--- src/core/dic_pkg.sv ---
package dic_pkg;

	// ****************************************************************
	// Cycle classes
	// ****************************************************************
	typedef enum logic [4:0] {
		CLS_I = 5'h00, CLS_IIA = 5'h01, CLS_IIB = 5'h02,
		CLS_III = 5'h03, CLS_IVA = 5'h04, CLS_IVB = 5'h05,
		CLS_V = 5'h06, CLS_VI = 5'h07, CLS_VIIA = 5'h08,
		CLS_VIIB = 5'h09, CLS_VIII = 5'h0A, CLS_IX = 5'h0B,
		CLS_X = 5'h0C, CLS_XI = 5'h0D, CLS_XII = 5'h0E,
		CLS_XIII = 5'h0F, CLS_XIV = 5'h10, CLS_XV = 5'h11,
		CLS_XVI = 5'h12, CLS_XVII = 5'h13, CLS_XVIII = 5'h14,
		CLS_XIX = 5'h15, CLS_XX = 5'h16, CLS_XXI = 5'h17,
		CLS_XXII = 5'h18, CLS_XXIII = 5'h19, CLS_XXIV = 5'h1A,
		CLS_XXV = 5'h1B, CLS_XXVI = 5'h1C, CLS_XXVII = 5'h1D,
		CLS_XXVIII = 5'h1E, CLS_XXIX = 5'h1F
	} dic_class_t;

	typedef enum logic [3:0] {
		MEM_NONE = 4'h0, MEM_READ = 4'h1, MEM_WRITE = 4'h2,
		MEM_RMW = 4'h3, MEM_MMR_RD = 4'h4, MEM_MMR_WR = 4'h5,
		MEM_BLOCK = 4'h6, MEM_TABLE = 4'h7, MEM_PORT = 4'h8,
		MEM_PC = 4'h9
	} dic_mem_t;

	typedef struct packed {
		logic [1:0] words;
		logic [2:0] cycles;
		logic repeatable;
		logic [1:0] slots;
		logic protect;
		dic_mem_t mem;
	} dic_attr_t;

	// ****************************************************************
	// Field values and reset values
	// ****************************************************************
	localparam logic [1:0] WORDS_ONE = 2'h1;
	localparam logic [1:0] WORDS_TWO = 2'h2;
	localparam logic [2:0] CYC_ONE = 3'h1;
	localparam logic [2:0] CYC_TWO = 3'h2;
	localparam logic [2:0] CYC_THREE = 3'h3;
	localparam logic [2:0] CYC_FOUR = 3'h4;
	localparam logic [1:0] SLOTS_NONE = 2'h0;
	localparam logic [1:0] SLOTS_TWO = 2'h2;
	localparam logic [2:0] CNT_ZERO = 3'h0;
	localparam logic [2:0] CNT_ONE = 3'h1;
	localparam dic_attr_t ATTR_RESET = '{2'h0, 3'h0, 1'b0, 2'h0,
		1'b0, MEM_NONE};

	typedef enum logic [2:0] {
		ST_IDLE = 3'h1,
		ST_EXEC = 3'h2,
		ST_SLOT = 3'h4
	} dic_state_t;

	// ****************************************************************
	// Decoded instruction forms
	// ****************************************************************
	typedef enum logic [6:0] {
		F_ABS_ACC, F_ADD_BUF, F_AND_BUF, F_OR_BUF, F_XOR_BUF,
		F_SUB_BUF, F_SHIFT_LEFT, F_SHIFT_RIGHT, F_ROT_LEFT,
		F_ROT_RIGHT, F_SET_FLAG, F_CLEAR_FLAG, F_IDLE,
		F_IDLE_LOW_POWER, F_NO_OP, F_STACK_PUSH, F_STACK_POP,
		F_NEGATE, F_NORMALIZE, F_MODIFY_AUX,
		F_ADD_SHORT_IMM, F_SUB_SHORT_IMM, F_MULT_SHORT_IMM,
		F_AUX_SHORT_ADD, F_AUX_SHORT_SUB, F_ACC_LOW_LOAD,
		F_PRODUCT_SHIFT_SET, F_CONDITIONAL_EXECUTE,
		F_ADD_MEM, F_SUB_MEM, F_AND_MEM, F_OR_MEM, F_XOR_MEM,
		F_BIT_TEST, F_COMPARE_PARALLEL_LOGIC, F_ACC_LOAD_MEM,
		F_ACC_LOW_LOAD_MEM, F_TEMP_LOAD, F_MULT_MEM, F_SQUARE_ADD,
		F_SUB_COND, F_DATA_PUSH, F_REPEAT_NEXT_MEM,
		F_ACC_LOAD_FROM_MAPPED_REG, F_ACC_STORE_TO_MAPPED_REG,
		F_ADD_LONG_IMM, F_AND_LONG_IMM, F_OR_LONG_IMM,
		F_XOR_LONG_IMM, F_SUB_LONG_IMM, F_ACC_LOAD_LONG_IMM,
		F_AUX_LOAD_LONG_IMM, F_MULT_LONG_IMM, F_REPEAT_NEXT_LONG,
		F_REPEAT_BLOCK, F_REPEAT_WITH_CLEAR,
		F_DATA_POP, F_STORE_ACC_HIGH, F_STORE_ACC_LOW, F_STORE_AUX,
		F_STORE_PROD_HIGH, F_STORE_PROD_LOW, F_STORE_STATUS,
		F_AND_DBMR_MEMORY, F_OR_DBMR_MEMORY, F_XOR_DBMR_MEMORY,
		F_DATA_MOVE_OP, F_TEMP_LOAD_MOVE,
		F_AND_DBMR_MEMORY_LONG, F_OR_DBMR_MEMORY_LONG,
		F_XOR_DBMR_MEMORY_LONG, F_COMPARE_PARALLEL_LOGIC_LONG,
		F_STORE_LONG_IMMEDIATE,
		F_BRANCH, F_BRANCH_AUX_NONZERO, F_BRANCH_CONDITIONAL,
		F_CALL, F_CALL_CONDITIONAL,
		F_BRANCH_DLY, F_BRANCH_AUX_NONZERO_DLY,
		F_BRANCH_CONDITIONAL_DLY, F_CALL_DLY, F_CALL_CONDITIONAL_DLY,
		F_BRANCH_TO_ACC_ADDR, F_CALL_TO_ACC_ADDR,
		F_SOFTWARE_INTERRUPT, F_NONMASKABLE_INT, F_RETURN,
		F_RETURN_CONDITIONAL, F_RETURN_ENABLE_INT, F_RETURN_FROM_INT,
		F_TRAP,
		F_BRANCH_TO_ACC_ADDR_DLY, F_CALL_TO_ACC_ADDR_DLY,
		F_RETURN_DELAYED, F_RETURN_COND_DELAYED,
		F_BLOCK_MOVE_DATA_DATA_LONG, F_BLOCK_MOVE_DATA_DATA,
		F_BLOCK_MOVE_PROG_DATA_LONG, F_BLOCK_MOVE_PROG_DATA,
		F_BLOCK_MOVE_DATA_PROG, F_TABLE_READ_OP, F_TABLE_WRITE_OP,
		F_MULT_ACCUM_TWO_WORD, F_MULT_ACCUM_DYN_ADDR,
		F_MULT_ACCUM_MOVE_TWO_WORD, F_MULT_ACCUM_MOVE_DYN_ADDR,
		F_MAPPED_REG_LOAD_LONG, F_MAPPED_REG_STORE_LONG,
		F_PORT_OUT, F_PORT_IN,
		F_AUX_REG_LOAD, F_PAGE_POINTER_LOAD, F_STATUS_LOAD,
		F_AUX_REG_LOAD_IMM, F_PAGE_POINTER_LOAD_IMM,
		F_REPEAT_NEXT_IMM
	} dic_form_t;

endpackage
--- src/core/dic_attr_if.sv ---
`timescale 1ns/1ps
interface dic_attr_if;
	dic_pkg::dic_class_t cls;
	dic_pkg::dic_attr_t attr;

	modport rom (
		input cls,
		output attr
	);

	modport user (
		output cls,
		input attr
	);
endinterface

--- src/core/dic_class_rom.sv ---
`timescale 1ns/1ps
module dic_class_rom (
	dic_attr_if.rom port_if
);
	// ****************************************************************
	// Class attribute table
	// ****************************************************************
	dic_pkg::dic_attr_t a;

	always_comb begin
		a = dic_pkg::ATTR_RESET;
		a.words = dic_pkg::WORDS_ONE;
		a.cycles = dic_pkg::CYC_ONE;
		a.repeatable = 1'b1;
		a.slots = dic_pkg::SLOTS_NONE;
		a.protect = 1'b0;
		a.mem = dic_pkg::MEM_NONE;
		case (port_if.cls)
			dic_pkg::CLS_I: begin
				a.mem = dic_pkg::MEM_NONE;
			end
			dic_pkg::CLS_IIA: begin
				a.mem = dic_pkg::MEM_READ;
			end
			dic_pkg::CLS_IIB: begin
				a.mem = dic_pkg::MEM_MMR_RD;
			end
			dic_pkg::CLS_IVB: begin
				a.mem = dic_pkg::MEM_MMR_WR;
			end
			dic_pkg::CLS_III: begin
				a.words = dic_pkg::WORDS_TWO;
				a.cycles = dic_pkg::CYC_TWO;
				a.repeatable = 1'b0;
			end
			dic_pkg::CLS_IVA: begin
				a.mem = dic_pkg::MEM_WRITE;
			end
			dic_pkg::CLS_V: begin
				a.mem = dic_pkg::MEM_RMW;
			end
			dic_pkg::CLS_VI: begin
				a.words = dic_pkg::WORDS_TWO;
				a.cycles = dic_pkg::CYC_TWO;
				a.mem = dic_pkg::MEM_RMW;
			end
			dic_pkg::CLS_VIIA: begin
				a.words = dic_pkg::WORDS_TWO;
				a.cycles = dic_pkg::CYC_TWO;
				a.mem = dic_pkg::MEM_READ;
			end
			dic_pkg::CLS_VIIB: begin
				a.words = dic_pkg::WORDS_TWO;
				a.cycles = dic_pkg::CYC_TWO;
				a.repeatable = 1'b0;
				a.mem = dic_pkg::MEM_WRITE;
			end
			dic_pkg::CLS_VIII, dic_pkg::CLS_IX: begin
				a.words = dic_pkg::WORDS_TWO;
				a.repeatable = 1'b0;
				a.mem = dic_pkg::MEM_PC;
				if (port_if.cls == dic_pkg::CLS_IX) begin
					a.cycles = dic_pkg::CYC_TWO;
					a.slots = dic_pkg::SLOTS_TWO;
				end else begin
					a.cycles = dic_pkg::CYC_FOUR;
				end
			end
			dic_pkg::CLS_X: begin
				a.cycles = dic_pkg::CYC_FOUR;
				a.repeatable = 1'b0;
				a.mem = dic_pkg::MEM_PC;
			end
			dic_pkg::CLS_XI: begin
				a.cycles = dic_pkg::CYC_TWO;
				a.slots = dic_pkg::SLOTS_TWO;
				a.repeatable = 1'b0;
				a.mem = dic_pkg::MEM_PC;
			end
			dic_pkg::CLS_XII, dic_pkg::CLS_XIV: begin
				a.words = dic_pkg::WORDS_TWO;
				a.cycles = dic_pkg::CYC_THREE;
				a.mem = dic_pkg::MEM_BLOCK;
			end
			dic_pkg::CLS_XIII, dic_pkg::CLS_XV, dic_pkg::CLS_XVI: begin
				a.cycles = dic_pkg::CYC_TWO;
				a.mem = dic_pkg::MEM_BLOCK;
			end
			dic_pkg::CLS_XVII, dic_pkg::CLS_XVIII: begin
				a.cycles = dic_pkg::CYC_THREE;
				a.mem = dic_pkg::MEM_TABLE;
			end
			dic_pkg::CLS_XIX, dic_pkg::CLS_XXI: begin
				a.words = dic_pkg::WORDS_TWO;
				a.cycles = dic_pkg::CYC_THREE;
				a.mem = dic_pkg::MEM_READ;
			end
			dic_pkg::CLS_XX, dic_pkg::CLS_XXII: begin
				a.cycles = dic_pkg::CYC_TWO;
				a.mem = dic_pkg::MEM_READ;
			end
			dic_pkg::CLS_XXIII, dic_pkg::CLS_XXIV: begin
				a.words = dic_pkg::WORDS_TWO;
				a.cycles = dic_pkg::CYC_TWO;
				a.mem = (port_if.cls == dic_pkg::CLS_XXIII) ?
					dic_pkg::MEM_MMR_RD : dic_pkg::MEM_MMR_WR;
			end
			dic_pkg::CLS_XXV, dic_pkg::CLS_XXVI: begin
				a.words = dic_pkg::WORDS_TWO;
				a.cycles = (port_if.cls == dic_pkg::CLS_XXV) ?
					dic_pkg::CYC_THREE : dic_pkg::CYC_TWO;
				a.mem = dic_pkg::MEM_PORT;
			end
			dic_pkg::CLS_XXVII, dic_pkg::CLS_XXVIII: begin
				a.cycles = dic_pkg::CYC_TWO;
				a.protect = 1'b1;
				a.mem = dic_pkg::MEM_READ;
				a.repeatable = (port_if.cls == dic_pkg::CLS_XXVII);
			end
			dic_pkg::CLS_XXIX: begin
				a.cycles = dic_pkg::CYC_TWO;
				a.protect = 1'b1;
				a.repeatable = 1'b0;
			end
			default: begin
				a.mem = dic_pkg::MEM_NONE;
			end
		endcase
	end

	assign port_if.attr = a;
endmodule

--- src/core/dic_classifier.sv ---
`timescale 1ns/1ps
// Summary of operation
// - No-operand forms: one word, one cycle
// - Listed short-immediate forms flagged not repeatable
// - Single memory-read forms: one word, one cycle
// - Mapped register read/store: one cycle
// - Long immediate: two words, two cycles
// - Single memory-write forms: one cycle
// - One-word read-modify-write: one cycle
// - Two-word read-modify-write, long compare: two cycles
// - Long immediate store: two cycles, not repeatable
// - Two-word plain branches/calls: four cycles, no slots
// - Two-word delayed branches/calls: two cycles, two slots
// - One-word plain discontinuities: four cycles, no slots
// - One-word delayed discontinuities: two cycles, two slots
// - Data block move: three or two cycles
// - Program block moves: three or two cycles
// - Table read and write: three cycles
// - Multiply-accumulate: three or two cycles
// - Multiply-accumulate with move: three or two cycles
// - Two-word mapped register load/store: two cycles
// - Output port three cycles, input two
// - Aux, page, status loads: two cycles, protected
// - Short repeat: two cycles, protected, not repeatable
// - Class chosen per syntax form, standalone timing
module dic_classifier (
	input wire logic clk_sys_i,
	input wire logic reset_n_i,
	input wire logic decode_valid_i,
	input wire dic_pkg::dic_form_t form_i,
	output logic ready_o,
	output logic valid_o,
	output logic illegal_o,
	output dic_pkg::dic_class_t cls_o,
	output logic [1:0] words_o,
	output logic [2:0] cycles_o,
	output logic repeatable_o,
	output logic [1:0] slots_o,
	output logic protected_o,
	output dic_pkg::dic_mem_t mem_kind_o,
	output logic busy_o,
	output logic done_o,
	output logic slot_o
);
	// ****************************************************************
	// Form to class
	// ****************************************************************
	dic_pkg::dic_class_t form_cls;
	logic form_norep;
	logic form_ok;
	dic_pkg::dic_attr_t merged;
	dic_attr_if attr_if ();

	always_comb begin
		form_cls = dic_pkg::CLS_I;
		form_norep = 1'b0;
		form_ok = 1'b1;
		// One mnemonic can land in several classes
		case (form_i)
			dic_pkg::F_ABS_ACC, dic_pkg::F_ADD_BUF, dic_pkg::F_AND_BUF,
			dic_pkg::F_OR_BUF, dic_pkg::F_XOR_BUF, dic_pkg::F_SUB_BUF,
			dic_pkg::F_SHIFT_LEFT, dic_pkg::F_SHIFT_RIGHT,
			dic_pkg::F_ROT_LEFT, dic_pkg::F_ROT_RIGHT,
			dic_pkg::F_SET_FLAG, dic_pkg::F_CLEAR_FLAG,
			dic_pkg::F_NO_OP, dic_pkg::F_STACK_PUSH,
			dic_pkg::F_STACK_POP, dic_pkg::F_NEGATE,
			dic_pkg::F_NORMALIZE, dic_pkg::F_MODIFY_AUX: begin
				form_cls = dic_pkg::CLS_I;
			end
			// Idle cannot sit under a repeat
			dic_pkg::F_IDLE, dic_pkg::F_IDLE_LOW_POWER,
			dic_pkg::F_ADD_SHORT_IMM, dic_pkg::F_SUB_SHORT_IMM,
			dic_pkg::F_MULT_SHORT_IMM, dic_pkg::F_AUX_SHORT_ADD,
			dic_pkg::F_AUX_SHORT_SUB, dic_pkg::F_ACC_LOW_LOAD,
			dic_pkg::F_PRODUCT_SHIFT_SET,
			dic_pkg::F_CONDITIONAL_EXECUTE: begin
				form_cls = dic_pkg::CLS_I;
				form_norep = 1'b1;
			end
			dic_pkg::F_ADD_MEM, dic_pkg::F_SUB_MEM, dic_pkg::F_AND_MEM,
			dic_pkg::F_OR_MEM, dic_pkg::F_XOR_MEM, dic_pkg::F_BIT_TEST,
			dic_pkg::F_COMPARE_PARALLEL_LOGIC, dic_pkg::F_ACC_LOAD_MEM,
			dic_pkg::F_ACC_LOW_LOAD_MEM, dic_pkg::F_TEMP_LOAD,
			dic_pkg::F_MULT_MEM, dic_pkg::F_SQUARE_ADD,
			dic_pkg::F_SUB_COND, dic_pkg::F_DATA_PUSH: begin
				form_cls = dic_pkg::CLS_IIA;
			end
			dic_pkg::F_REPEAT_NEXT_MEM: begin
				form_cls = dic_pkg::CLS_IIA;
				form_norep = 1'b1;
			end
			dic_pkg::F_ACC_LOAD_FROM_MAPPED_REG: begin
				form_cls = dic_pkg::CLS_IIB;
			end
			dic_pkg::F_ACC_STORE_TO_MAPPED_REG: begin
				form_cls = dic_pkg::CLS_IVB;
			end
			dic_pkg::F_ADD_LONG_IMM, dic_pkg::F_AND_LONG_IMM,
			dic_pkg::F_OR_LONG_IMM, dic_pkg::F_XOR_LONG_IMM,
			dic_pkg::F_SUB_LONG_IMM, dic_pkg::F_ACC_LOAD_LONG_IMM,
			dic_pkg::F_AUX_LOAD_LONG_IMM, dic_pkg::F_MULT_LONG_IMM,
			dic_pkg::F_REPEAT_NEXT_LONG, dic_pkg::F_REPEAT_BLOCK,
			dic_pkg::F_REPEAT_WITH_CLEAR: begin
				form_cls = dic_pkg::CLS_III;
			end
			dic_pkg::F_DATA_POP, dic_pkg::F_STORE_ACC_HIGH,
			dic_pkg::F_STORE_ACC_LOW, dic_pkg::F_STORE_AUX,
			dic_pkg::F_STORE_PROD_HIGH, dic_pkg::F_STORE_PROD_LOW,
			dic_pkg::F_STORE_STATUS: begin
				form_cls = dic_pkg::CLS_IVA;
			end
			dic_pkg::F_AND_DBMR_MEMORY, dic_pkg::F_OR_DBMR_MEMORY,
			dic_pkg::F_XOR_DBMR_MEMORY, dic_pkg::F_DATA_MOVE_OP,
			dic_pkg::F_TEMP_LOAD_MOVE: begin
				form_cls = dic_pkg::CLS_V;
			end
			dic_pkg::F_AND_DBMR_MEMORY_LONG,
			dic_pkg::F_OR_DBMR_MEMORY_LONG,
			dic_pkg::F_XOR_DBMR_MEMORY_LONG: begin
				form_cls = dic_pkg::CLS_VI;
			end
			dic_pkg::F_COMPARE_PARALLEL_LOGIC_LONG: begin
				form_cls = dic_pkg::CLS_VIIA;
			end
			dic_pkg::F_STORE_LONG_IMMEDIATE: begin
				form_cls = dic_pkg::CLS_VIIB;
			end
			dic_pkg::F_BRANCH, dic_pkg::F_BRANCH_AUX_NONZERO,
			dic_pkg::F_BRANCH_CONDITIONAL, dic_pkg::F_CALL,
			dic_pkg::F_CALL_CONDITIONAL: begin
				form_cls = dic_pkg::CLS_VIII;
			end
			dic_pkg::F_BRANCH_DLY, dic_pkg::F_BRANCH_AUX_NONZERO_DLY,
			dic_pkg::F_BRANCH_CONDITIONAL_DLY, dic_pkg::F_CALL_DLY,
			dic_pkg::F_CALL_CONDITIONAL_DLY: begin
				form_cls = dic_pkg::CLS_IX;
			end
			dic_pkg::F_BRANCH_TO_ACC_ADDR, dic_pkg::F_CALL_TO_ACC_ADDR,
			dic_pkg::F_SOFTWARE_INTERRUPT, dic_pkg::F_NONMASKABLE_INT,
			dic_pkg::F_RETURN, dic_pkg::F_RETURN_CONDITIONAL,
			dic_pkg::F_RETURN_ENABLE_INT, dic_pkg::F_RETURN_FROM_INT,
			dic_pkg::F_TRAP: begin
				form_cls = dic_pkg::CLS_X;
			end
			dic_pkg::F_BRANCH_TO_ACC_ADDR_DLY,
			dic_pkg::F_CALL_TO_ACC_ADDR_DLY, dic_pkg::F_RETURN_DELAYED,
			dic_pkg::F_RETURN_COND_DELAYED: begin
				form_cls = dic_pkg::CLS_XI;
			end
			dic_pkg::F_BLOCK_MOVE_DATA_DATA_LONG: begin
				form_cls = dic_pkg::CLS_XII;
			end
			dic_pkg::F_BLOCK_MOVE_DATA_DATA: begin
				form_cls = dic_pkg::CLS_XIII;
			end
			dic_pkg::F_BLOCK_MOVE_PROG_DATA_LONG: begin
				form_cls = dic_pkg::CLS_XIV;
			end
			dic_pkg::F_BLOCK_MOVE_PROG_DATA: begin
				form_cls = dic_pkg::CLS_XV;
			end
			dic_pkg::F_BLOCK_MOVE_DATA_PROG: begin
				form_cls = dic_pkg::CLS_XVI;
			end
			dic_pkg::F_TABLE_READ_OP: begin
				form_cls = dic_pkg::CLS_XVII;
			end
			dic_pkg::F_TABLE_WRITE_OP: begin
				form_cls = dic_pkg::CLS_XVIII;
			end
			dic_pkg::F_MULT_ACCUM_TWO_WORD: begin
				form_cls = dic_pkg::CLS_XIX;
			end
			dic_pkg::F_MULT_ACCUM_DYN_ADDR: begin
				form_cls = dic_pkg::CLS_XX;
			end
			dic_pkg::F_MULT_ACCUM_MOVE_TWO_WORD: begin
				form_cls = dic_pkg::CLS_XXI;
			end
			dic_pkg::F_MULT_ACCUM_MOVE_DYN_ADDR: begin
				form_cls = dic_pkg::CLS_XXII;
			end
			dic_pkg::F_MAPPED_REG_LOAD_LONG: begin
				form_cls = dic_pkg::CLS_XXIII;
			end
			dic_pkg::F_MAPPED_REG_STORE_LONG: begin
				form_cls = dic_pkg::CLS_XXIV;
			end
			dic_pkg::F_PORT_OUT: begin
				form_cls = dic_pkg::CLS_XXV;
			end
			dic_pkg::F_PORT_IN: begin
				form_cls = dic_pkg::CLS_XXVI;
			end
			dic_pkg::F_AUX_REG_LOAD, dic_pkg::F_PAGE_POINTER_LOAD,
			dic_pkg::F_STATUS_LOAD: begin
				form_cls = dic_pkg::CLS_XXVII;
			end
			dic_pkg::F_AUX_REG_LOAD_IMM,
			dic_pkg::F_PAGE_POINTER_LOAD_IMM: begin
				form_cls = dic_pkg::CLS_XXVIII;
			end
			dic_pkg::F_REPEAT_NEXT_IMM: begin
				form_cls = dic_pkg::CLS_XXIX;
			end
			default: begin
				form_ok = 1'b0;
			end
		endcase
	end

	assign attr_if.cls = form_cls;

	dic_class_rom dic_class_rom_i (
		.port_if(attr_if)
	);

	always_comb begin
		merged = attr_if.attr;
		merged.repeatable = attr_if.attr.repeatable & ~form_norep;
	end

	// ****************************************************************
	// Issue and cycle sequencing
	// ****************************************************************
	dic_pkg::dic_state_t state_ff, nxt_state;
	dic_pkg::dic_class_t cls_ff, nxt_cls;
	dic_pkg::dic_attr_t attr_ff, nxt_attr;
	logic [2:0] cnt_ff, nxt_cnt;
	logic ready_ff, nxt_ready;
	logic valid_ff, nxt_valid;
	logic illegal_ff, nxt_illegal;
	logic busy_ff, nxt_busy;
	logic done_ff, nxt_done;
	logic slot_ff, nxt_slot;

	always_comb begin
		nxt_state = state_ff;
		nxt_cls = cls_ff;
		nxt_attr = attr_ff;
		nxt_cnt = cnt_ff;
		nxt_valid = 1'b0;
		nxt_illegal = illegal_ff;
		nxt_busy = busy_ff;
		nxt_done = 1'b0;
		nxt_slot = slot_ff;
		case (state_ff)
			dic_pkg::ST_IDLE: begin
				if (decode_valid_i) begin
					nxt_valid = 1'b1;
					nxt_illegal = ~form_ok;
					// Unknown forms leave the last good answer in place
					if (form_ok) begin
						nxt_cls = form_cls;
						nxt_attr = merged;
						nxt_cnt = merged.cycles - dic_pkg::CNT_ONE;
						nxt_busy = 1'b1;
						nxt_state = dic_pkg::ST_EXEC;
					end
				end
			end
			dic_pkg::ST_EXEC: begin
				if (cnt_ff == dic_pkg::CNT_ZERO) begin
					nxt_busy = 1'b0;
					nxt_done = 1'b1;
					if (attr_ff.slots != dic_pkg::SLOTS_NONE) begin
						nxt_cnt = {1'b0, attr_ff.slots} - dic_pkg::CNT_ONE;
						nxt_slot = 1'b1;
						nxt_state = dic_pkg::ST_SLOT;
					end else begin
						nxt_state = dic_pkg::ST_IDLE;
					end
				end else begin
					nxt_cnt = cnt_ff - dic_pkg::CNT_ONE;
				end
			end
			dic_pkg::ST_SLOT: begin
				if (cnt_ff == dic_pkg::CNT_ZERO) begin
					nxt_slot = 1'b0;
					nxt_state = dic_pkg::ST_IDLE;
				end else begin
					nxt_cnt = cnt_ff - dic_pkg::CNT_ONE;
				end
			end
			default: begin
				nxt_state = dic_pkg::ST_IDLE;
				nxt_cnt = dic_pkg::CNT_ZERO;
				nxt_busy = 1'b0;
				nxt_slot = 1'b0;
			end
		endcase
		nxt_ready = (nxt_state == dic_pkg::ST_IDLE);
	end

	always_ff @(posedge clk_sys_i) begin
		if (!reset_n_i) begin
			state_ff <= dic_pkg::ST_IDLE;
			cls_ff <= dic_pkg::CLS_I;
			attr_ff <= dic_pkg::ATTR_RESET;
			cnt_ff <= dic_pkg::CNT_ZERO;
			ready_ff <= 1'b0;
			valid_ff <= 1'b0;
			illegal_ff <= 1'b0;
			busy_ff <= 1'b0;
			done_ff <= 1'b0;
			slot_ff <= 1'b0;
		end else begin
			state_ff <= nxt_state;
			cls_ff <= nxt_cls;
			attr_ff <= nxt_attr;
			cnt_ff <= nxt_cnt;
			ready_ff <= nxt_ready;
			valid_ff <= nxt_valid;
			illegal_ff <= nxt_illegal;
			busy_ff <= nxt_busy;
			done_ff <= nxt_done;
			slot_ff <= nxt_slot;
		end
	end

	assign ready_o = ready_ff;
	assign valid_o = valid_ff;
	assign illegal_o = illegal_ff;
	assign cls_o = cls_ff;
	assign words_o = attr_ff.words;
	assign cycles_o = attr_ff.cycles;
	assign repeatable_o = attr_ff.repeatable;
	assign slots_o = attr_ff.slots;
	assign protected_o = attr_ff.protect;
	assign mem_kind_o = attr_ff.mem;
	assign busy_o = busy_ff;
	assign done_o = done_ff;
	assign slot_o = slot_ff;
endmodule

--- config.mk ---
export PLATFORM = sky130hd
export DESIGN_NAME = dic_classifier
export DESIGN_NICKNAME = d
export VERILOG_FILES = /design/src/core/dic_pkg.sv /design/src/core/dic_attr_if.sv /design/src/core/dic_class_rom.sv /design/src/core/dic_classifier.sv
export SDC_FILE = /design/constraint.sdc
export NUM_CORES = 1
export LEC_CHECK = 0
export ABC_AREA = 0
export BUFFER_PORTS_ARGS = -buffer_cell sky130_fd_sc_hd__buf_2
export CAP_MARGIN = 20
export CORE_MARGIN = 3
export CORE_UTILIZATION = 50
export CTS_BUF_LIST = sky130_fd_sc_hd__clkbuf_16
export CTS_CLUSTER_DIAMETER = 60
export CTS_CLUSTER_SIZE = 10
export DETAILED_ROUTE_END_ITERATION = 12
export HOLD_SLACK_MARGIN = 0.12
export PLACE_DENSITY = 0.71
export SYNTH_ARGS = -nofsm -noshare
export SYNTH_HDL_FRONTEND = slang
export SYNTH_SLANG_ARGS = --single-unit
export TNS_END_PERCENT = 1
--- constraint.sdc ---
create_clock -name clk_sys_i -period 4.8 [get_ports clk_sys_i]
set_input_delay 0.96 -clock clk_sys_i [delete_from_list [all_inputs] [get_ports clk_sys_i]]
set_output_delay 0.96 -clock clk_sys_i [all_outputs]
set_load 0.02 [all_outputs]
---- Word-level counts from Yosys, hierarchy flattened ----
Index checks and enable logic that the tools add are counted.
operators by class
  add/subtract/negate cells ............... 3
  $mul .................................... 0
  div/mod/pow operators ................... 0
  order comparisons ....................... 0
  eq/ne operators ......................... 158
  shifts and indexed selects .............. 0
  multiplexer cells ....................... 34
  bitwise operators ....................... 5
  reduce and logical (&&, ||, !) cells .... 38
operators with widths
  kind                                                                   number
  7-bit equality test, second input constant                             53
  7-bit by 6-bit equality test with 1-bit output, second input constant  32
  5-bit one-hot mux with 31 select lines                                 1
  117-bit OR reduction                                                   1
  7-bit by 5-bit equality test with 1-bit output, second input constant  16
  5-bit equality test, second input constant                             16
  7-bit by 4-bit equality test with 1-bit output, second input constant  8
  5-bit by 4-bit equality test with 1-bit output, second input constant  8
  4-bit one-hot mux with 10 select lines                                 1
  3-bit 2-to-1 mux                                                       11
  15-bit OR reduction                                                    2
  7-bit by 3-bit equality test with 1-bit output, second input constant  4
  11-bit OR reduction                                                    2
  5-bit by 3-bit equality test with 1-bit output, second input constant  4
  5-bit OR reduction                                                     4
  3-bit one-hot mux with 3 select lines                                  2
  2-bit OR reduction                                                     8
  3-bit one-hot mux with 5 select lines                                  1
  7-bit by 2-bit equality test with 1-bit output, second input constant  2
  14-bit OR reduction                                                    1
  7-bit OR reduction                                                     2
  1-bit 2-to-1 mux                                                       12
  2-bit inequality test, second input constant                           6
  4-bit AND reduction                                                    3
  other kinds (25)                                                       38
word-level totals
  register bits ........................... 30
  bits in latches ......................... 0
  memory bits (writable) .................. 0
  memory bits (read-only) ................. 0
  bits of input ports ..................... 10
  output and inout bits ................... 24
  memories kept ........................... 0

---- Logic depth before layout (Yosys ltp) ----
  depth after elaboration ................. 10
  mapped depth ............................ 15
  mapped depth without buffers ............ 12

---- Cells and area by module ----
Synthesis repeated with hierarchy kept, for this count alone.
unflattened totals
  cells, all modules ...................... 319
  area total of the unflattened synthesis .. 2387.3 sq um
modules (own cells, without submodules)
  module          times used  cells each  area an instance (sq um)  sequential area each (sq um)
  dic_classifier  1           248         1933.1                    600.6
  dic_class_rom   1           71          454.2                     0.0

---- Worst setup path after synthesis ----
OpenSTA, ideal clock, no wires.
  path type ............................... in2reg
  start ................................... input form_i[2]
  end ..................................... register cnt_ff[2]
  library setup time ...................... 128 ps
  arrival time ............................ 3482 ps
  required time ........................... 4672 ps
  path slack .............................. 1190 ps
  stages .................................. 15
  cells stage by stage .................... buf_2 > buf_2 > nand4b_1 > o22ai_1 > a211o_1 > or3_1 > buf_6 > nor4_4 > a211oi_2 > and4bb_4 > ha_1 > xnor2_1 > o22ai_1 > a22oi_1 > nor2_1
between the ends
  longest elaborated chain between the ends .. 10
ends and longest elaborated chain
  what                                                                          line                   source
  start, declared                                                               dic_classifier.sv:30   input wire dic_pkg::dic_form_t form_i,
  7-bit by 6-bit equality test with 1-bit output, or another cell as far along  dic_classifier.sv:59   case (form_i)
  15-bit OR reduction (no source line), or another cell as far along            --
  5-bit one-hot mux with 31 select lines                                        dic_classifier.sv:59
  5-bit by 2-bit equality test with 1-bit output, or another cell as far along  dic_class_rom.sv:18    case (port_if.cls)
  15-bit OR reduction (no source line), or another cell as far along            --
  3-bit one-hot mux with 5 select lines                                         dic_class_rom.sv:18
  3-bit by 1-bit subtractor with 3-bit output                                   dic_classifier.sv:256  nxt_cnt = merged.cycles - dic_pkg::CNT_ONE;
  3-bit 2-to-1 mux                                                              dic_classifier.sv:253  if (form_ok) begin
  3-bit 2-to-1 mux                                                              dic_classifier.sv:249  if (decode_valid_i) begin
  3-bit one-hot mux with 3 select lines                                         dic_classifier.sv:247  case (state_ff)
  end signal, assigned                                                          dic_classifier.sv:300  cnt_ff <= dic_pkg::CNT_ZERO;
  end signal, assigned                                                          dic_classifier.sv:311  cnt_ff <= nxt_cnt;
  end, declared                                                                 dic_classifier.sv:229  logic [2:0] cnt_ff, nxt_cnt;
Parallel ways exist; a longest one is shown, timed or not. The select of a mux whose other input is x is not followed.
A chain may end at the register's enable or synchronous reset.

---- Final worst setup path ----
Same ends and word-level chain as after synthesis.

==> flow_summary.yaml <==
yosys:
  synth_edf_count: 0
  synth.top_cell.area_share_pct: 22.4
  ys_top_cells_by_area: "sky130_fd_sc_hd__dfxtp_1 22%, sky130_fd_sc_hd__nor2_1 5.4%, sky130_fd_sc_hd__a21oi_1 4.4%, sky130_fd_sc_hd__o21ai_0 4.1%, sky130_fd_sc_hd__buf_6 3.0%"
  syn-cell-area_um2: 2590
  synth_top_flop_cell: "sky130_fd_sc_hd__dfxtp_1"
  yosys_warnings: 0
  post_synth_inst_count: 333
  syn_area_per_cell_um2: 7.79
  synth_fp_nets: 346
  synth_top_area_cell: "sky130_fd_sc_hd__dfxtp_1"
  synth_seq_area_share_pct: 22.4
  ys_seq_elements: 29
  ys_types: 80
  asyncSetResetFlopFracSynth_pct: 0
clock_tree:
  max_root_sink_buffers: 2
  cts_tree: "yes"
  number_of_buffers_added_to_fix_hold_violations_after_cts: 0
  clk_latency_ps: 280
  cts_root_buffer: "sky130_fd_sc_hd__clkbuf_16"
  clkTransAtPathRegs_ps: 50
  clock_sinks: 29
  tritoncts.num_buffers: 5
  cts-htree-levels: 2
  cts_setup_buffers: 0
  post_cts_resized: 0
sta:
  period_minus_slack_ps: 3970
  setup-tns-final_ps: 0
  holdWs_ps: 451
  finalClockSkew_ps: 4.37
  grt_setup_unrepaired: "no"
  worst_slew_pin_slew_ps: 690
  final_hold_viol_count: 0
  final-setup-viol-count: 0
  slew_headroom_pct: 53.5
  final.period_utilization_pct: 82.6
  timing_max_transition_violations_final: 0
  timing.fmax_ghz: 0.252
die:
  pin_count: 34
  placeableCoreArea_um2: 4880
  start_util_pct: 53.1
  die_height_um: 78.0
  dieWidth_um: 78.0
  die_area_um2: 6080
  number_of_rows_in_the_core_area: 25
global_route:
  grt_max_degree: 38
  grt_usage_pct: 24.8
  antenna_found_initial: 0
  grt_first_pass_wirelength_um: 12100
  grt_remaining_overflow: 0
  grt_pass1_vias: 2469
critical_path:
  cp-start-kind: "primary input"
  cpMaxStageDelayCell: "sky130_fd_sc_hd__or3_1"
  crit_path_end_kind: "register"
  cpLargestDelayFamily: "simple AND/OR/NAND/NOR gates"
  timing.critical_path.cells: "buf_2, or2_2, o32ai_2, or3_4, or3_1, nor4_4, a211oi_2, and4bb_4, ha_1, xnor2_1, o22ai_1, a22oi_1, nor2_1"
  worstPathRequired_ps: 4950
  worst-path-max-fanout: 37
  timing.critical_path.buf_inv: 1
  worst-endpoint-arrival_ps: 4120
  setup.worst_path.class: "primary input to register"
  timing.critical_path.slowest_cell_delay_ps: 510
power_and_ir_drop:
  comb_power_share_pct: 35.1
  net_switching_fraction_of_the_power_pct: 35.5
  power.internal_mw: 0.570
  power-per-cell-area_nw_per_um2: 315
  switching_power_mw: 0.314
  clkPwrFrac_pct: 32.6
  p_seq_share_pct: 32.3
  vdd_ir_drop_max_uv: 264
  power.leakage_nw: 1.16
layout:
  final_cell_area_um2: 2810
  n_fill_cell: 465
  fin_nets: 358
  post_layout_nonfiller_instances: 413
  combined_flip_flop_and_latch_cell_area_um2: 581
  share_of_cells_above_drive_strength_1_pct: 19.9
  diodes: 0
  synthesis_to_layout_area_growth_pct: 8.35
  area_used_by_multi_input_combinational_logic_um2: 1780
flow_run:
  max_cap_viol_count: 0
placement:
  placer_congestion_estimate: 0.930
  io_buffer_count: 32
  dpl_cell_area_um2: 2670
  dpl.hpwl_um: 5160
  cell_count_after_placement: 405
detailed_routing:
  drt-vias-per-instance: 6.45
  detailroute.via_count: 2664
  final_antenna_net_count: 0
  drc_errors: 0
  finalWirelength_um: 7200
  detail_route.wl_per_cell_um: 17.4
  drt-pass1-iter-count: 5
  drt-initial-drc-count: 241
min_path:
  min_path_type: "register to register"
run_status:
  status: "completed"
## cell type report
class,count,area share (%)
Clock buffer,5,4.45
Clock inverter,3,0.490
Inverter,9,1.69
Multi-Input combinational cell,266,63.5
Sequential cell,29,20.7
Tap cell,67,2.98
Timing Repair Buffer,34,6.24
## final timing paths
path / cells after the start / slack (ps) / endpoint / from
min reg2reg: 2 / 450 / cycles_o[2] / cycles_o[2]
max: 13 / 830 / cnt_ff[2] / form_i[2]
max reg2reg: 7 / 2280 / words_o[1] / state_ff[0]
min: 2 / 450 / cycles_o[2] / cycles_o[2]
## flip-flops by register name, summed over array words and instances (netlist names)
name / count
valid_o: 1
ready_o: 1
done_o: 1
illegal_o: 1
cnt_ff: 3
words_o: 2
busy_o: 1
slot_o: 1
cls_o: 5
protected_o: 1
mem_kind_o: 4
cycles_o: 3
repeatable_o: 1
state_ff: 3
slots_o: 1
## layout by cell type, fill, tap and decap left out, drive strengths merged, types with 5 or more instances in the layout
master / synthesis / layout
a22oi: 5 / 5
nand2: 20 / 20
and3: 7 / 7
inv: 8 / 9
a21oi: 24 / 24
nand3b: 5 / 5
o22ai: 5 / 5
nor3b: 6 / 6
buf: 19 / 34
nor3: 12 / 12
nor4: 5 / 5
clkbuf: 10 / 5
nor2b: 7 / 7
nand3: 7 / 7
o21ai: 21 / 21
or3: 5 / 5
nor2: 37 / 37
a211oi: 11 / 11
dfxtp: 29 / 29
## synthesized netlist by cell type, types with 5 or more instances
library cell and number:
sky130_fd_sc_hd__nand3b_1 5, sky130_fd_sc_hd__o22ai_1 5, sky130_fd_sc_hd__a211oi_1 7, sky130_fd_sc_hd__a21oi_1 23, sky130_fd_sc_hd__nand2_1 20, sky130_fd_sc_hd__and3_1 6
sky130_fd_sc_hd__nor3b_1 5, sky130_fd_sc_hd__buf_2 10, sky130_fd_sc_hd__buf_6 7, sky130_fd_sc_hd__a22oi_1 5, sky130_fd_sc_hd__nor2b_1 7, sky130_fd_sc_hd__dfxtp_1 29
sky130_fd_sc_hd__nor3_1 11, sky130_fd_sc_hd__nand3_1 7, sky130_fd_sc_hd__o21ai_0 21, sky130_fd_sc_hd__nor2_1 37, sky130_fd_sc_hd__inv_1 8, sky130_fd_sc_hd__clkbuf_1 10
## per-layer routing
metal,vias up,track usage [%],routed length [um]
met5,-,0,0
met4,0,10.7,212
met3,21,6.38,561
met2,124,39.1,3360
met1,1239,31.9,3070
li1,1280,-,-
## cells by family (layout without fill, tap and decap cells)
logic type / after synthesis / in the layout / share of synthesized area, %
DFF: 29 / 29 / 22.4
AOI/OAI and AO/OA: 113 / 113 / 31.6
xor gates and xnor gates: 6 / 6 / 2.32
other: 1 / 1 / 0.145
and+or+nand+nor: 139 / 139 / 31.7
buffers and inverters: 38 / 51 / 8.83
adders and majority gates: 3 / 3 / 1.45
muxes: 4 / 4 / 1.64
## power groups by stage
stage	clock network [mW]	registers, mW	logic, mW
3_5_place_dp	0	0.290	0.306
4_1_cts	0.296	0.285	0.307
3_3_place_gp	0	0.290	0.303
5_1_grt	0.306	0.288	0.343
2_1_floorplan	0	0.311	0.218
6_report	0.288	0.285	0.310
## metrics by stage
stage	setup WS, ps	total power, mW	utilization [%]
after floorplan	1190	0.529	-
after global routing	506	0.937	57.6
after global placement	685	0.593	54.7
final	833	0.884	57.6
after detailed placement	575	0.595	54.7
after CTS	871	0.888	57.6
## worst register-to-register path, delay by kind of cell (launching register included)
| kind | cells | cell delay (ps) |
|---|---|---|
| flops | 1 | 500 |
| compound gates | 3 | 750 |
| simple gates | 4 | 1160 |
Power figures use the tool's default switching activity.
